File: src/hw/bsc_consts.svh
// Register offsets, field positions, reset values and timing counts of the scan controller.
`ifndef BSC_CONSTS_SVH
`define BSC_CONSTS_SVH

`define BSC_ADDR_GLOBAL_OPS  8'h01
`define BSC_ADDR_SCAN_CFG    8'h2e
`define BSC_ADDR_ALERT_MASK  8'h65
`define BSC_ADDR_MEAS_EN     8'h1a

`define BSC_GOP_TRIG_BIT     0
`define BSC_GOP_SINGLE_BIT   1
`define BSC_GOP_BUSY_BIT     2
`define BSC_GOP_STOP_VALUE   8'h02

`define BSC_CFG_MODE_HI      7
`define BSC_CFG_MODE_LO      6
`define BSC_CFG_LPT_HI       5
`define BSC_CFG_LPT_LO       3
`define BSC_CFG_DLY_HI       2
`define BSC_CFG_DLY_LO       0
`define BSC_MASK_BUSY_BIT    0

`define BSC_SCAN_CFG_RESET   8'h1b
`define BSC_MEAS_EN_RESET    8'h7f
`define BSC_ALERT_MASK_RESET 8'h01

`define BSC_CLK_HZ           20000000
`define BSC_DELAY_STEP_MS    32
`define BSC_DELAY_STEP_CYC   (`BSC_DELAY_STEP_MS * (`BSC_CLK_HZ / 1000))
`define BSC_MEAS_TIME_US     100
`define BSC_MEAS_CYC         ((`BSC_MEAS_TIME_US * (`BSC_CLK_HZ / 1000)) / 1000)
`define BSC_LP_BASE_SCANS    16
`define BSC_NUM_MEAS         7

`endif

File: src/hw/bsc_pkg.sv
// Types shared by the battery monitor scan controller.
package bsc_pkg;
   typedef enum logic [1:0] {
      BSC_MODE_IDLE,
      BSC_MODE_SCAN,
      BSC_MODE_LOW_POWER,
      BSC_MODE_SHIP
   } bsc_mode_t;

   typedef enum logic [1:0] {
      BSC_SC_IDLE,
      BSC_SC_RUN,
      BSC_SC_WAIT
   } bsc_scan_state_t;
endpackage

File: src/hw/bsc_scan_ctrl.sv
// Scan sequencing, operating mode and busy/alert control of the battery monitor.
`include "bsc_consts.svh"
module bsc_scan_ctrl
   import bsc_pkg::*;
#(
   parameter int unsigned DELAY_STEP_CYCLES = `BSC_DELAY_STEP_CYC,
   parameter int unsigned MEAS_CYCLES       = `BSC_MEAS_CYC,
   parameter int unsigned LP_BASE_SCANS     = `BSC_LP_BASE_SCANS
) (
   // Clock and reset
   input  wire logic       sys_clk_in,
   input  wire logic       srst_in,
   // Register access port
   input  wire logic [7:0] reg_addr_in,
   input  wire logic [7:0] reg_wdata_in,
   input  wire logic       reg_wr_in,
   input  wire logic       reg_rd_in,
   output logic      [7:0] reg_rdata_out,
   // Measurement front end
   input  wire logic       current_flow_in,
   output logic      [6:0] meas_select_out,
   output logic      [1:0] operating_mode_out,
   // Pin
   output logic            alert_output_out
);
   localparam int NM = `BSC_NUM_MEAS;

   logic [7:0]      cfg_q, cfg_d;
   logic [7:0]      men_q, men_d;
   logic [7:0]      amask_q, amask_d;
   logic            single_q, single_d;
   logic            cont_q, cont_d;
   bsc_scan_state_t sc_q, sc_d;
   logic [31:0]     dly_q, dly_d;
   logic [15:0]     quiet_q, quiet_d;
   logic            cur_seen_q, cur_seen_d;
   logic            start_q, start_d;
   logic [7:0]      rdata_q, rdata_d;
   logic            alert_q, alert_d;

   logic            seq_busy;
   logic            seq_done;
   logic [NM-1:0]   meas_en;
   bsc_mode_t       mode;
   logic            gop_wr, trig_ok, run_mode;
   logic [15:0]     lp_limit;
   logic [31:0]     dly_limit;

   assign mode     = bsc_mode_t'(cfg_q[`BSC_CFG_MODE_HI:`BSC_CFG_MODE_LO]);
   assign run_mode = (mode == BSC_MODE_SCAN) || (mode == BSC_MODE_LOW_POWER);
   assign gop_wr   = reg_wr_in && (reg_addr_in == `BSC_ADDR_GLOBAL_OPS);
   // Triggers are honoured only in scan mode with nothing running.
   assign trig_ok  = gop_wr && reg_wdata_in[`BSC_GOP_TRIG_BIT] && (mode == BSC_MODE_SCAN) && (sc_q == BSC_SC_IDLE);
   assign lp_limit = 16'(LP_BASE_SCANS) << cfg_q[`BSC_CFG_LPT_HI:`BSC_CFG_LPT_LO];
   assign dly_limit = (32'(cfg_q[`BSC_CFG_DLY_HI:`BSC_CFG_DLY_LO]) + 32'd1) * DELAY_STEP_CYCLES;
   // Enable order: cell, pack current, pack voltage, die temp, open wire, aux 1st, aux 2nd.
   assign meas_en  = men_q[NM-1:0];

   bsc_meas_seq #(
      .MEAS_CYCLES (MEAS_CYCLES),
      .NUM_MEAS    (NM)
   ) u_seq (
      .sys_clk_in      (sys_clk_in),
      .srst_in         (srst_in),
      .start_in        (start_q),
      .enable_in       (meas_en),
      .busy_out        (seq_busy),
      .done_out        (seq_done),
      .meas_select_out (meas_select_out)
   );

   always_comb begin
      cfg_d      = cfg_q;
      men_d      = men_q;
      amask_d    = amask_q;
      single_d   = single_q;
      cont_d     = cont_q;
      sc_d       = sc_q;
      dly_d      = dly_q;
      quiet_d    = quiet_q;
      cur_seen_d = cur_seen_q || current_flow_in;
      start_d    = 1'b0;
      rdata_d    = rdata_q;

      if (reg_wr_in) begin
         case (reg_addr_in)
            `BSC_ADDR_SCAN_CFG: begin
               cfg_d = reg_wdata_in;
            end
            `BSC_ADDR_MEAS_EN: begin
               men_d = {1'b0, reg_wdata_in[6:0]};
            end
            `BSC_ADDR_ALERT_MASK: begin
               amask_d = reg_wdata_in;
            end
            default: begin
            end
         endcase
      end

      // The busy position is not writable; only single select is stored, and the trigger bit reads back as 0.
      if (gop_wr) begin
         single_d = reg_wdata_in[`BSC_GOP_SINGLE_BIT];
         if (!reg_wdata_in[`BSC_GOP_TRIG_BIT]) begin
            cont_d = 1'b0;
         end
      end

      case (sc_q)
         BSC_SC_IDLE: begin
            if (trig_ok) begin
               cont_d     = !reg_wdata_in[`BSC_GOP_SINGLE_BIT];
               start_d    = 1'b1;
               cur_seen_d = 1'b0;
               sc_d       = BSC_SC_RUN;
            end
         end
         BSC_SC_RUN: begin
            if (seq_done) begin
               cur_seen_d = 1'b0;
               if (mode == BSC_MODE_SCAN) begin
                  if (cur_seen_q) begin
                     quiet_d = '0;
                  end else if (quiet_q + 16'd1 >= lp_limit) begin
                     quiet_d = '0;
                     cfg_d[`BSC_CFG_MODE_HI:`BSC_CFG_MODE_LO] = BSC_MODE_LOW_POWER;
                  end else begin
                     quiet_d = quiet_q + 16'd1;
                  end
               end
               // Only continuous scanning waits out the delay.
               dly_d = '0;
               sc_d  = (cont_d && run_mode) ? BSC_SC_WAIT : BSC_SC_IDLE;
            end
         end
         BSC_SC_WAIT: begin
            if (!cont_q || !run_mode) begin
               sc_d = BSC_SC_IDLE;
            end else if (dly_q >= dly_limit - 32'd1) begin
               start_d    = 1'b1;
               cur_seen_d = 1'b0;
               sc_d       = BSC_SC_RUN;
            end else begin
               dly_d = dly_q + 32'd1;
            end
         end
         default: begin
            sc_d = BSC_SC_IDLE;
         end
      endcase

      if (reg_rd_in) begin
         case (reg_addr_in)
            `BSC_ADDR_GLOBAL_OPS: rdata_d = {5'h00, seq_busy, single_q, 1'b0};
            `BSC_ADDR_SCAN_CFG:   rdata_d = cfg_q;
            `BSC_ADDR_MEAS_EN:    rdata_d = men_q;
            `BSC_ADDR_ALERT_MASK: rdata_d = amask_q;
            default:              rdata_d = 8'h00;
         endcase
      end

      // Alert lags busy by one clock so that the pin comes straight off a flop.
      alert_d = amask_q[`BSC_MASK_BUSY_BIT] ? 1'b1 : !seq_busy;
   end

   always_ff @(posedge sys_clk_in) begin
      if (srst_in) begin
         cfg_q      <= `BSC_SCAN_CFG_RESET;
         men_q      <= `BSC_MEAS_EN_RESET;
         amask_q    <= `BSC_ALERT_MASK_RESET;
         single_q   <= 1'b0;
         cont_q     <= 1'b0;
         sc_q       <= BSC_SC_IDLE;
         dly_q      <= '0;
         quiet_q    <= '0;
         cur_seen_q <= 1'b0;
         start_q    <= 1'b0;
         rdata_q    <= 8'h00;
         alert_q    <= 1'b1;
      end else begin
         cfg_q      <= cfg_d;
         men_q      <= men_d;
         amask_q    <= amask_d;
         single_q   <= single_d;
         cont_q     <= cont_d;
         sc_q       <= sc_d;
         dly_q      <= dly_d;
         quiet_q    <= quiet_d;
         cur_seen_q <= cur_seen_d;
         start_q    <= start_d;
         rdata_q    <= rdata_d;
         alert_q    <= alert_d;
      end
   end

   assign reg_rdata_out      = rdata_q;
   assign operating_mode_out = cfg_q[`BSC_CFG_MODE_HI:`BSC_CFG_MODE_LO];
   assign alert_output_out   = alert_q;
endmodule

File: src/hw/bsc_meas_seq.sv
// Measurement pass sequencer: runs each enabled measurement slot in turn.
`include "bsc_consts.svh"
module bsc_meas_seq
   import bsc_pkg::*;
#(
   parameter int unsigned MEAS_CYCLES = `BSC_MEAS_CYC,
   parameter int unsigned NUM_MEAS    = `BSC_NUM_MEAS
) (
   // Clock and reset
   input  wire logic                sys_clk_in,
   input  wire logic                srst_in,
   // Pass control
   input  wire logic                start_in,
   input  wire logic [NUM_MEAS-1:0] enable_in,
   output logic                     busy_out,
   output logic                     done_out,
   output logic [NUM_MEAS-1:0]      meas_select_out
);
   localparam int IW = $clog2(NUM_MEAS);

   logic [NUM_MEAS-1:0] mask_q, mask_d;
   logic [IW-1:0]       idx_q, idx_d;
   logic [31:0]         cnt_q, cnt_d;
   logic                busy_q, busy_d;
   logic                done_q, done_d;
   logic [NUM_MEAS-1:0] sel_q, sel_d;

   // Lowest enabled slot at or above 'from'; bit IW flags that one exists.
   function automatic logic [IW:0] next_en(input logic [NUM_MEAS-1:0] m, input int from);
      logic [IW:0] r;
      r = '0;
      for (int i = NUM_MEAS - 1; i >= 0; i--) begin
         if (i >= from && m[i]) begin
            r = {1'b1, IW'(i)};
         end
      end
      return r;
   endfunction

   always_comb begin
      logic [IW:0] nx;
      nx     = '0;
      mask_d = mask_q;
      idx_d  = idx_q;
      cnt_d  = cnt_q;
      busy_d = busy_q;
      done_d = 1'b0;
      if (!busy_q) begin
         if (start_in) begin
            // The pass covers the enables as they stood at the trigger.
            nx     = next_en(enable_in, 0);
            mask_d = enable_in;
            idx_d  = nx[IW-1:0];
            cnt_d  = '0;
            busy_d = 1'b1;
         end
      end else if (!mask_q[idx_q] || cnt_q == MEAS_CYCLES - 1) begin
         nx = next_en(mask_q, int'(idx_q) + 1);
         if (nx[IW]) begin
            idx_d = nx[IW-1:0];
            cnt_d = '0;
         end else begin
            // Busy clears only once the last enabled slot has finished.
            busy_d = 1'b0;
            done_d = 1'b1;
         end
      end else begin
         cnt_d = cnt_q + 32'd1;
      end
   end

   genvar g;
   generate
      for (g = 0; g < NUM_MEAS; g++) begin : g_sel
         assign sel_d[g] = busy_d && mask_d[g] && (idx_d == IW'(g));
      end
   endgenerate

   always_ff @(posedge sys_clk_in) begin
      if (srst_in) begin
         mask_q <= '0;
         idx_q  <= '0;
         cnt_q  <= '0;
         busy_q <= 1'b0;
         done_q <= 1'b0;
         sel_q  <= '0;
      end else begin
         mask_q <= mask_d;
         idx_q  <= idx_d;
         cnt_q  <= cnt_d;
         busy_q <= busy_d;
         done_q <= done_d;
         sel_q  <= sel_d;
      end
   end

   assign busy_out        = busy_q;
   assign done_out        = done_q;
   assign meas_select_out = sel_q;
endmodule

File: config.mk
export PLATFORM = sky130hd
export DESIGN_NAME = bsc_scan_ctrl
export DESIGN_NICKNAME = d
export VERILOG_FILES = /design/src/hw/bsc_pkg.sv /design/src/hw/bsc_scan_ctrl.sv /design/src/hw/bsc_meas_seq.sv
export VERILOG_INCLUDE_DIRS = /design/src /design/src/hw
export SDC_FILE = /design/constraint.sdc
export NUM_CORES = 1
export LEC_CHECK = 0
export BUFFER_PORTS_ARGS = -buffer_cell sky130_fd_sc_hd__clkbuf_2
export CAP_MARGIN = 15
export CORE_AREA = 2 2 119 121
export DETAILED_ROUTE_END_ITERATION = 8
export DIE_AREA = 0 0 121 123
export GPL_TIMING_DRIVEN = 1
export HOLD_SLACK_MARGIN = 0.08
export PLACE_DENSITY = 0.87
export SLEW_MARGIN = 0
export SYNTH_ARGS = -nofsm -noshare
export SYNTH_HDL_FRONTEND = slang
export SYNTH_SLANG_ARGS = --single-unit
File: constraint.sdc
create_clock -name sys_clk_in -period 6.8 [get_ports sys_clk_in]
set_clock_uncertainty 0.05 [all_clocks]
set_input_delay 1.02 -clock sys_clk_in [delete_from_list [all_inputs] [get_ports sys_clk_in]]
set_output_delay 1.02 -clock sys_clk_in [all_outputs]
set_load 0.005 [all_outputs]
==> flow_summary.toml, run 1 <==
[outcome]
status = "finished clean"

[clock_tree]
post_cts_buffers = 0
clock-sinks = 137
cts.path.max_buffers = 2
clk_pin_slew_ns = 0.06
h-tree-depth = 4
insertion_delay_ns = 0.43
cts_tree = "done"
hold_buffers = 0
ctsResizeCount = 0
cts_root_buffer = "clkbuf_16"
numCtsBuffers = 17

[pwr]
ir_drop_uv = 174.9
leakage_nw = 3.267
powerDensity_mw_per_mm2 = 202.3

[layout]
final_area_mm2 = 0.008947
final_cell_mix = "dfxtp_1 (137), nand2_1 (122), a21oi_1 (90)"
area_growth_pct = 11.86
drive_above_1_share = 0.09547
final_util = 0.6573
antenna_cells = 0
final_nets = 1104
final_common_cell = "dfxtp_1"
stdcell_count = 1217

[sta]
max_slew_margin = 0.2553
max_freq_mhz = 162.8
finalSetupViolations = 0
rsz0062_at_grt = "no"
hold_viol_final = 0
min_period_ns = 6.142
slew_viol_final = 0
fin_crit_sh = 0.9032
tightest_slew_ns = 1.107
finalSetupTns_ns = 0

[drt]
wl_met1_mm = 8.912
routed_wirelength_mm = 19.45
drtAntennaViolNets = 0
dr.pass1.iters = 6
highest_layer = "met4"
route.met3.wl_mm = 1.223
vias = 7655
drt_iter0_drc = 645
wire_per_inst_um = 15.98
dr_wl_met2_mm = 9.066
via_per_inst = 6.290
drc = 0

[floorplanning]
coreArea_mm2 = 0.01361
fp.dieH_um = 123
start_util = 0.5876
placementRows = 43
pin_count = 39
dieArea_mm2 = 0.01488
dieWidth_um = 121

[critical_path]
cp.required_ns = 7.10
critPathArrivalTime_ns = 6.44
reg2reg_slack_ns = 0.66
critPathKind = "reg -> reg"
cp-endpoint = "dly_q[21]$_SDFFE_PP0P_"
startpoint_type = "flip-flop"
critPathCaptureType = "flip-flop"
rr_startpoint = "cfg_q[0]$_SDFFE_PP1P_"
r2r.worst_path.cells = 25
cp-startpoint = "cfg_q[0]$_SDFFE_PP1P_"
r2r_end = "dly_q[21]$_SDFFE_PP0P_"
critPathMaxFanout = 46

[placed_design]
dpl.cell_count = 1184
place_congestion = 0.9284
portBuffers = 38
dp_hpwl_mm = 13.51
postPlaceCellArea_mm2 = 0.008297

[synth]
syn_avg_cell_area_um2 = 7.959
synth.distinct_cells = 68
yosys_warnings = 0
postSynthCellCount = 1005
synth_flop_cell = "dfxtp_1"
synth_edf_count = 0
postSynth.asyncResetShare = 0
syn_area_mm2 = 0.007999
synth-seq-cells = 137
yosysSeqAreaShare = 0.3429

[global_routing]
overflow = 0
grt_max_degree = 56
antenna_found_initial = 0
grt_pass1_wl_mm = 32.61
grt_use_total = 0.2665
grt_pass1_vias = 6890

[job]
cap_violations = 0

[worst_hold_path]
min_path_type = "reg -> reg"
==> layout make-up <==
| cell class | instances | area [um^2] |
|---|---|---|
| fillers | 1104 | 4664 |
| clock buffers | 19 | 442.9 |
| flip-flops and latches | 137 | 2743 |
| clock inverters | 12 | 175.2 |
| multi-input cells | 797 | 4992 |
| repair buffers | 47 | 275.3 |
| inverters | 25 | 93.84 |
| well taps | 180 | 225.2 |
==> cells in the mapped netlist (3+ instances only) <==
library cell | number | area, um^2
ha_1 | 57 | 713.2
and2_1 | 20 | 125.1
nand2_1 | 122 | 457.9
a21o_1 | 8 | 60.06
a22oi_1 | 13 | 97.59
xor2_1 | 3 | 26.28
o21a_1 | 3 | 22.52
or3_1 | 24 | 150.1
o21ai_0 | 54 | 270.3
clkbuf_1 | 42 | 157.7
a41oi_1 | 4 | 35.03
mux2i_1 | 9 | 90.09
a31oi_1 | 17 | 106.4
a222oi_1 | 5 | 50.05
dfxtp_1 | 137 | 2743
a311oi_1 | 17 | 148.9
and3_1 | 26 | 162.7
nor2_1 | 84 | 315.3
nand2b_1 | 7 | 43.79
inv_1 | 23 | 86.33
nand3_1 | 41 | 205.2
or4_1 | 16 | 120.1
a221oi_1 | 4 | 35.03
or3b_2 | 3 | 26.28
nor2b_1 | 8 | 50.05
and4_1 | 9 | 78.83
xnor2_1 | 14 | 122.6
or2_2 | 6 | 37.54
a21oi_1 | 90 | 450.4
a211oi_1 | 6 | 45.04
nor4_1 | 14 | 87.58
mux2_2 | 3 | 33.78
nand4_1 | 26 | 162.7
o211ai_1 | 7 | 52.55
nor3_1 | 13 | 65.06
o31ai_1 | 14 | 105.1
nand3b_1 | 7 | 52.55
nor3b_1 | 4 | 30.03
buf_2 | 7 | 35.03
==> where the power goes <==
part	leakage (nW)	switching [mW]	internal, mW
Sequential	1.10	0.000983	0.804
Combinational	1.87	0.0248	0.00998
Clock	0.295	0.352	0.619
==> per-stage QoR <==
stage	setup slack [ns]	hold slack, ns	power [mW]
5_1_grt	0.2258	0.4378	1.854
3_3_place_gp	0.6714	0.4043	0.8560
4_1_cts	0.4611	0.4174	1.819
3_5_place_dp	0.5016	0.4095	0.8563
2_1_floorplan	1.497	0.3858	0.8413
6_report	0.6581	0.4186	1.810
==> routing by layer <==
metal | vias up | global-route usage
met3 | 25 | 0.05950
li1 | 3759 | -
met1 | 3613 | 0.3665
met5 | - | 0
met4 | 0 | 0.07558
met2 | 258 | 0.4217
==> worst max-delay path, stage by stage, from the launching register on <==
cell	delay, ns
dfxtp_1	0.52
ha_1	0.46
xor2_1	0.23
inv_1	0.13
ha_1	0.35
ha_1	0.29
ha_1	0.31
inv_1	0.06
fa_1	0.41
nor2b_1	0.13
o21a_1	0.14
nor2_1	0.05
xnor2_1	0.19
nand4_1	0.14
xnor2_1	0.19
xnor2_1	0.14
ha_1	0.26
a21oi_1	0.13
o21ai_0	0.09
a22oi_1	0.20
o2111a_1	0.27
a41oi_4	0.23
buf_16	0.25
buf_4	0.17
or4_1	0.49
a21oi_1	0.16
==> how the worst min path moves through the flow <==
stage                     slack [ns]               startpoint                          end  depth (start not counted)
after floorplan                 0.39  amask_q[0]$_SDFFE_PP1P_  alert_output_out$_SDFF_PP1_                          1
after global placement          0.40    dly_q[1]$_SDFFE_PP0P_        dly_q[1]$_SDFFE_PP0P_                          2
after detailed placement        0.41    dly_q[1]$_SDFFE_PP0P_        dly_q[1]$_SDFFE_PP0P_                          2
after CTS                       0.42    dly_q[1]$_SDFFE_PP0P_        dly_q[1]$_SDFFE_PP0P_                          2
after global routing            0.44    dly_q[1]$_SDFFE_PP0P_        dly_q[1]$_SDFFE_PP0P_                          2
final                           0.42    dly_q[1]$_SDFFE_PP0P_        dly_q[1]$_SDFFE_PP0P_                          2
==> state kept, by name, indices dropped and copies added, names as in the netlist, 2 cells and up <==
signal and cells:
amask_q 8, u_seq.meas_select_out 7, men_q 7, u_seq.idx_q 3, u_seq.cnt_q 32, reg_rdata_out 8, cfg_q 8, dly_q 32
sc_q 2, quiet_q 16, u_seq.mask_q 7
==> cell families (layout without fill, tap and decap cells) <==
kind of cell | Yosys count | in the layout | share of synthesized area
other | 1 | 8 | 0.0004688
AO/OA/AOI/OAI | 261 | 261 | 0.2066
adder cells (fa/ha/maj) | 58 | 58 | 0.09166
flip-flops | 137 | 137 | 0.3429
multiplexers | 13 | 13 | 0.01830
buffers and inverters | 78 | 103 | 0.03864
AND/OR/NAND/NOR | 440 | 440 | 0.2828
XOR/XNOR | 17 | 17 | 0.01862
No activity file was read; power rests on OpenSTA's default activity.
==> inputs of run 2 (changes only) <==
MAX_ROUTING_LAYER = met4   (was not set)
==> run 2 against run 1 <==
Fmax fell by 0.53%. Count of clock-buffer cells in the layout did not move. Worst hold slack gained 0.0081 ns. Wire length increased by 1.3%. Die area unchanged. Via count grew 0.22%. Utilization about the same. First-iteration DRC count increased by 1.1%. Design area about the same. Flip-flop and latch count stayed put. Cell count down 0.16%. Sequential share of layout area barely moved. Largest cell class unchanged. Largest power group unchanged. Highest routed layer unchanged.
==> flow_summary.toml, run 2 (synthesized netlist as in run 1, its figures left out) <==
[critical_path]
startpoint_type = "flip-flop"
cp.required_ns = 7.09
critPathCaptureType = "flip-flop"
cp-startpoint = "cfg_q[0]$_SDFFE_PP1P_"
critPathArrivalTime_ns = 6.47
critPathMaxFanout = 48
rr_startpoint = "cfg_q[0]$_SDFFE_PP1P_"
critPathKind = "reg -> reg"

[outcome]
status = "finished clean"

[drt]
drt_iter0_drc = 652
highest_layer = "met4"
dr_wl_met2_mm = 9.117
wl_met1_mm = 8.908
routed_wirelength_mm = 19.69
vias = 7672
drc = 0
wire_per_inst_um = 16.20
drtAntennaViolNets = 0
route.met3.wl_mm = 1.393
via_per_inst = 6.314
dr.pass1.iters = 6

[global_routing]
grt_pass1_wl_mm = 33.10
overflow = 0
grt_use_total = 0.2787
antenna_found_initial = 0
grt_max_degree = 82
grt_pass1_vias = 6892

[pwr]
ir_drop_uv = 165.6
leakage_nw = 3.262
powerDensity_mw_per_mm2 = 203.8

[sta]
tightest_slew_ns = 1.125
min_period_ns = 6.174
max_slew_margin = 0.2481
hold_viol_final = 0
max_freq_mhz = 162.0
finalSetupViolations = 0
rsz0062_at_grt = "no"
finalSetupTns_ns = 0
fin_crit_sh = 0.9080
slew_viol_final = 0

[placed_design]
place_congestion = 0.9457
dpl.cell_count = 1183
portBuffers = 38
dp_hpwl_mm = 13.22

[floorplanning]
dieWidth_um = 121
fp.dieH_um = 123
pin_count = 39
placementRows = 43
dieArea_mm2 = 0.01488
start_util = 0.5876
coreArea_mm2 = 0.01361

[clock_tree]
cts.path.max_buffers = 2
insertion_delay_ns = 0.43
cts_root_buffer = "clkbuf_16"
cts_tree = "done"
clock-sinks = 137
hold_buffers = 0
numCtsBuffers = 17
post_cts_buffers = 0
clk_pin_slew_ns = 0.06
ctsResizeCount = 0
h-tree-depth = 4

[layout]
area_growth_pct = 11.81
antenna_cells = 0
drive_above_1_share = 0.09469
final_common_cell = "dfxtp_1"
final_cell_mix = "dfxtp_1 (137), nand2_1 (122), a21oi_1 (90)"
fillers = 1134
layout_top_registers = "dly_q (32), u_seq.cnt_q (32), quiet_q (16)"
final_nets = 1104
stdcell_count = 1215

[job]
cap_violations = 0

[worst_hold_path]
min_path_type = "reg -> reg"
hold_start = "dly_q[1]$_SDFFE_PP0P_"
## run 2: cell count changes in the layout (fill, tap and decap cells not counted), sizes merged
| cell | previous run | this run |
|---|---|---|
| clkinv | 5 | 2 |
| inv | 25 | 26 |
## run 2: where the power goes
part	switching, mW	internal [mW]	leakage [nW]
logic	0.0251	0.00998	1.86
registers	0.000928	0.804	1.10
clock network	0.354	0.629	0.294
total	0.381	1.44	3.26
## run 2: cell type report
type	instances	area [um^2]	area share
flip-flops and latches	137	2743	0.3067
well taps	180	225.2	0.02518
multi-input cells	797	4992	0.5582
clock buffers	19	452.9	0.05064
clock inverters	10	168.9	0.01889
inverters	25	93.84	0.01049
repair buffers	47	267.8	0.02994
## run 2: through the flow
stage	hold WS (ns)	area [um^2]	util	total power [mW]	setup slack, ns
floorplan	0.3858	8025	-	0.8413	1.497
finish	0.4267	8944	0.6570	1.823	0.6255
global route	0.4487	8944	0.6570	1.865	0.2388
detailed placement	0.4076	8289	0.6090	0.8565	0.3926
global placement	0.4032	8289	0.6090	0.8560	0.6444
CTS	0.4303	8911	0.6547	1.828	0.3663
## run 2: worst paths after layout
path                            end  slack, ns  cells past startpoint
min reg2reg   dly_q[1]$_SDFFE_PP0P_       0.43                      2
min           dly_q[1]$_SDFFE_PP0P_       0.43                      2
max reg2reg  dly_q[20]$_SDFFE_PP0P_       0.63                     25
max          dly_q[20]$_SDFFE_PP0P_       0.63                     25
## run 2: layer usage
layer  GRT usage  vias up
met4     0.08212        0
met5           -        -
met2      0.4354      295
met1      0.3656     3599
li1            -     3745
met3     0.05858       33
## run 2: worst max-delay path: stages, from the launching register on
cell and delay [ns]:
dfxtp_1 0.51, ha_1 0.47, xor2_1 0.25, inv_1 0.14, ha_1 0.35, ha_1 0.29
ha_1 0.30, inv_1 0.06, fa_1 0.43, nor2b_1 0.12, o21a_1 0.14, nor2_1 0.06
xnor2_1 0.23, nand4_1 0.16, xnor2_1 0.21, xnor2_1 0.14, ha_1 0.26, a21oi_1 0.12
o21ai_0 0.08, a22oi_1 0.19, o2111a_1 0.28, a41oi_4 0.21, buf_12 0.24, buf_4 0.17
or4_1 0.49, a21oi_1 0.15
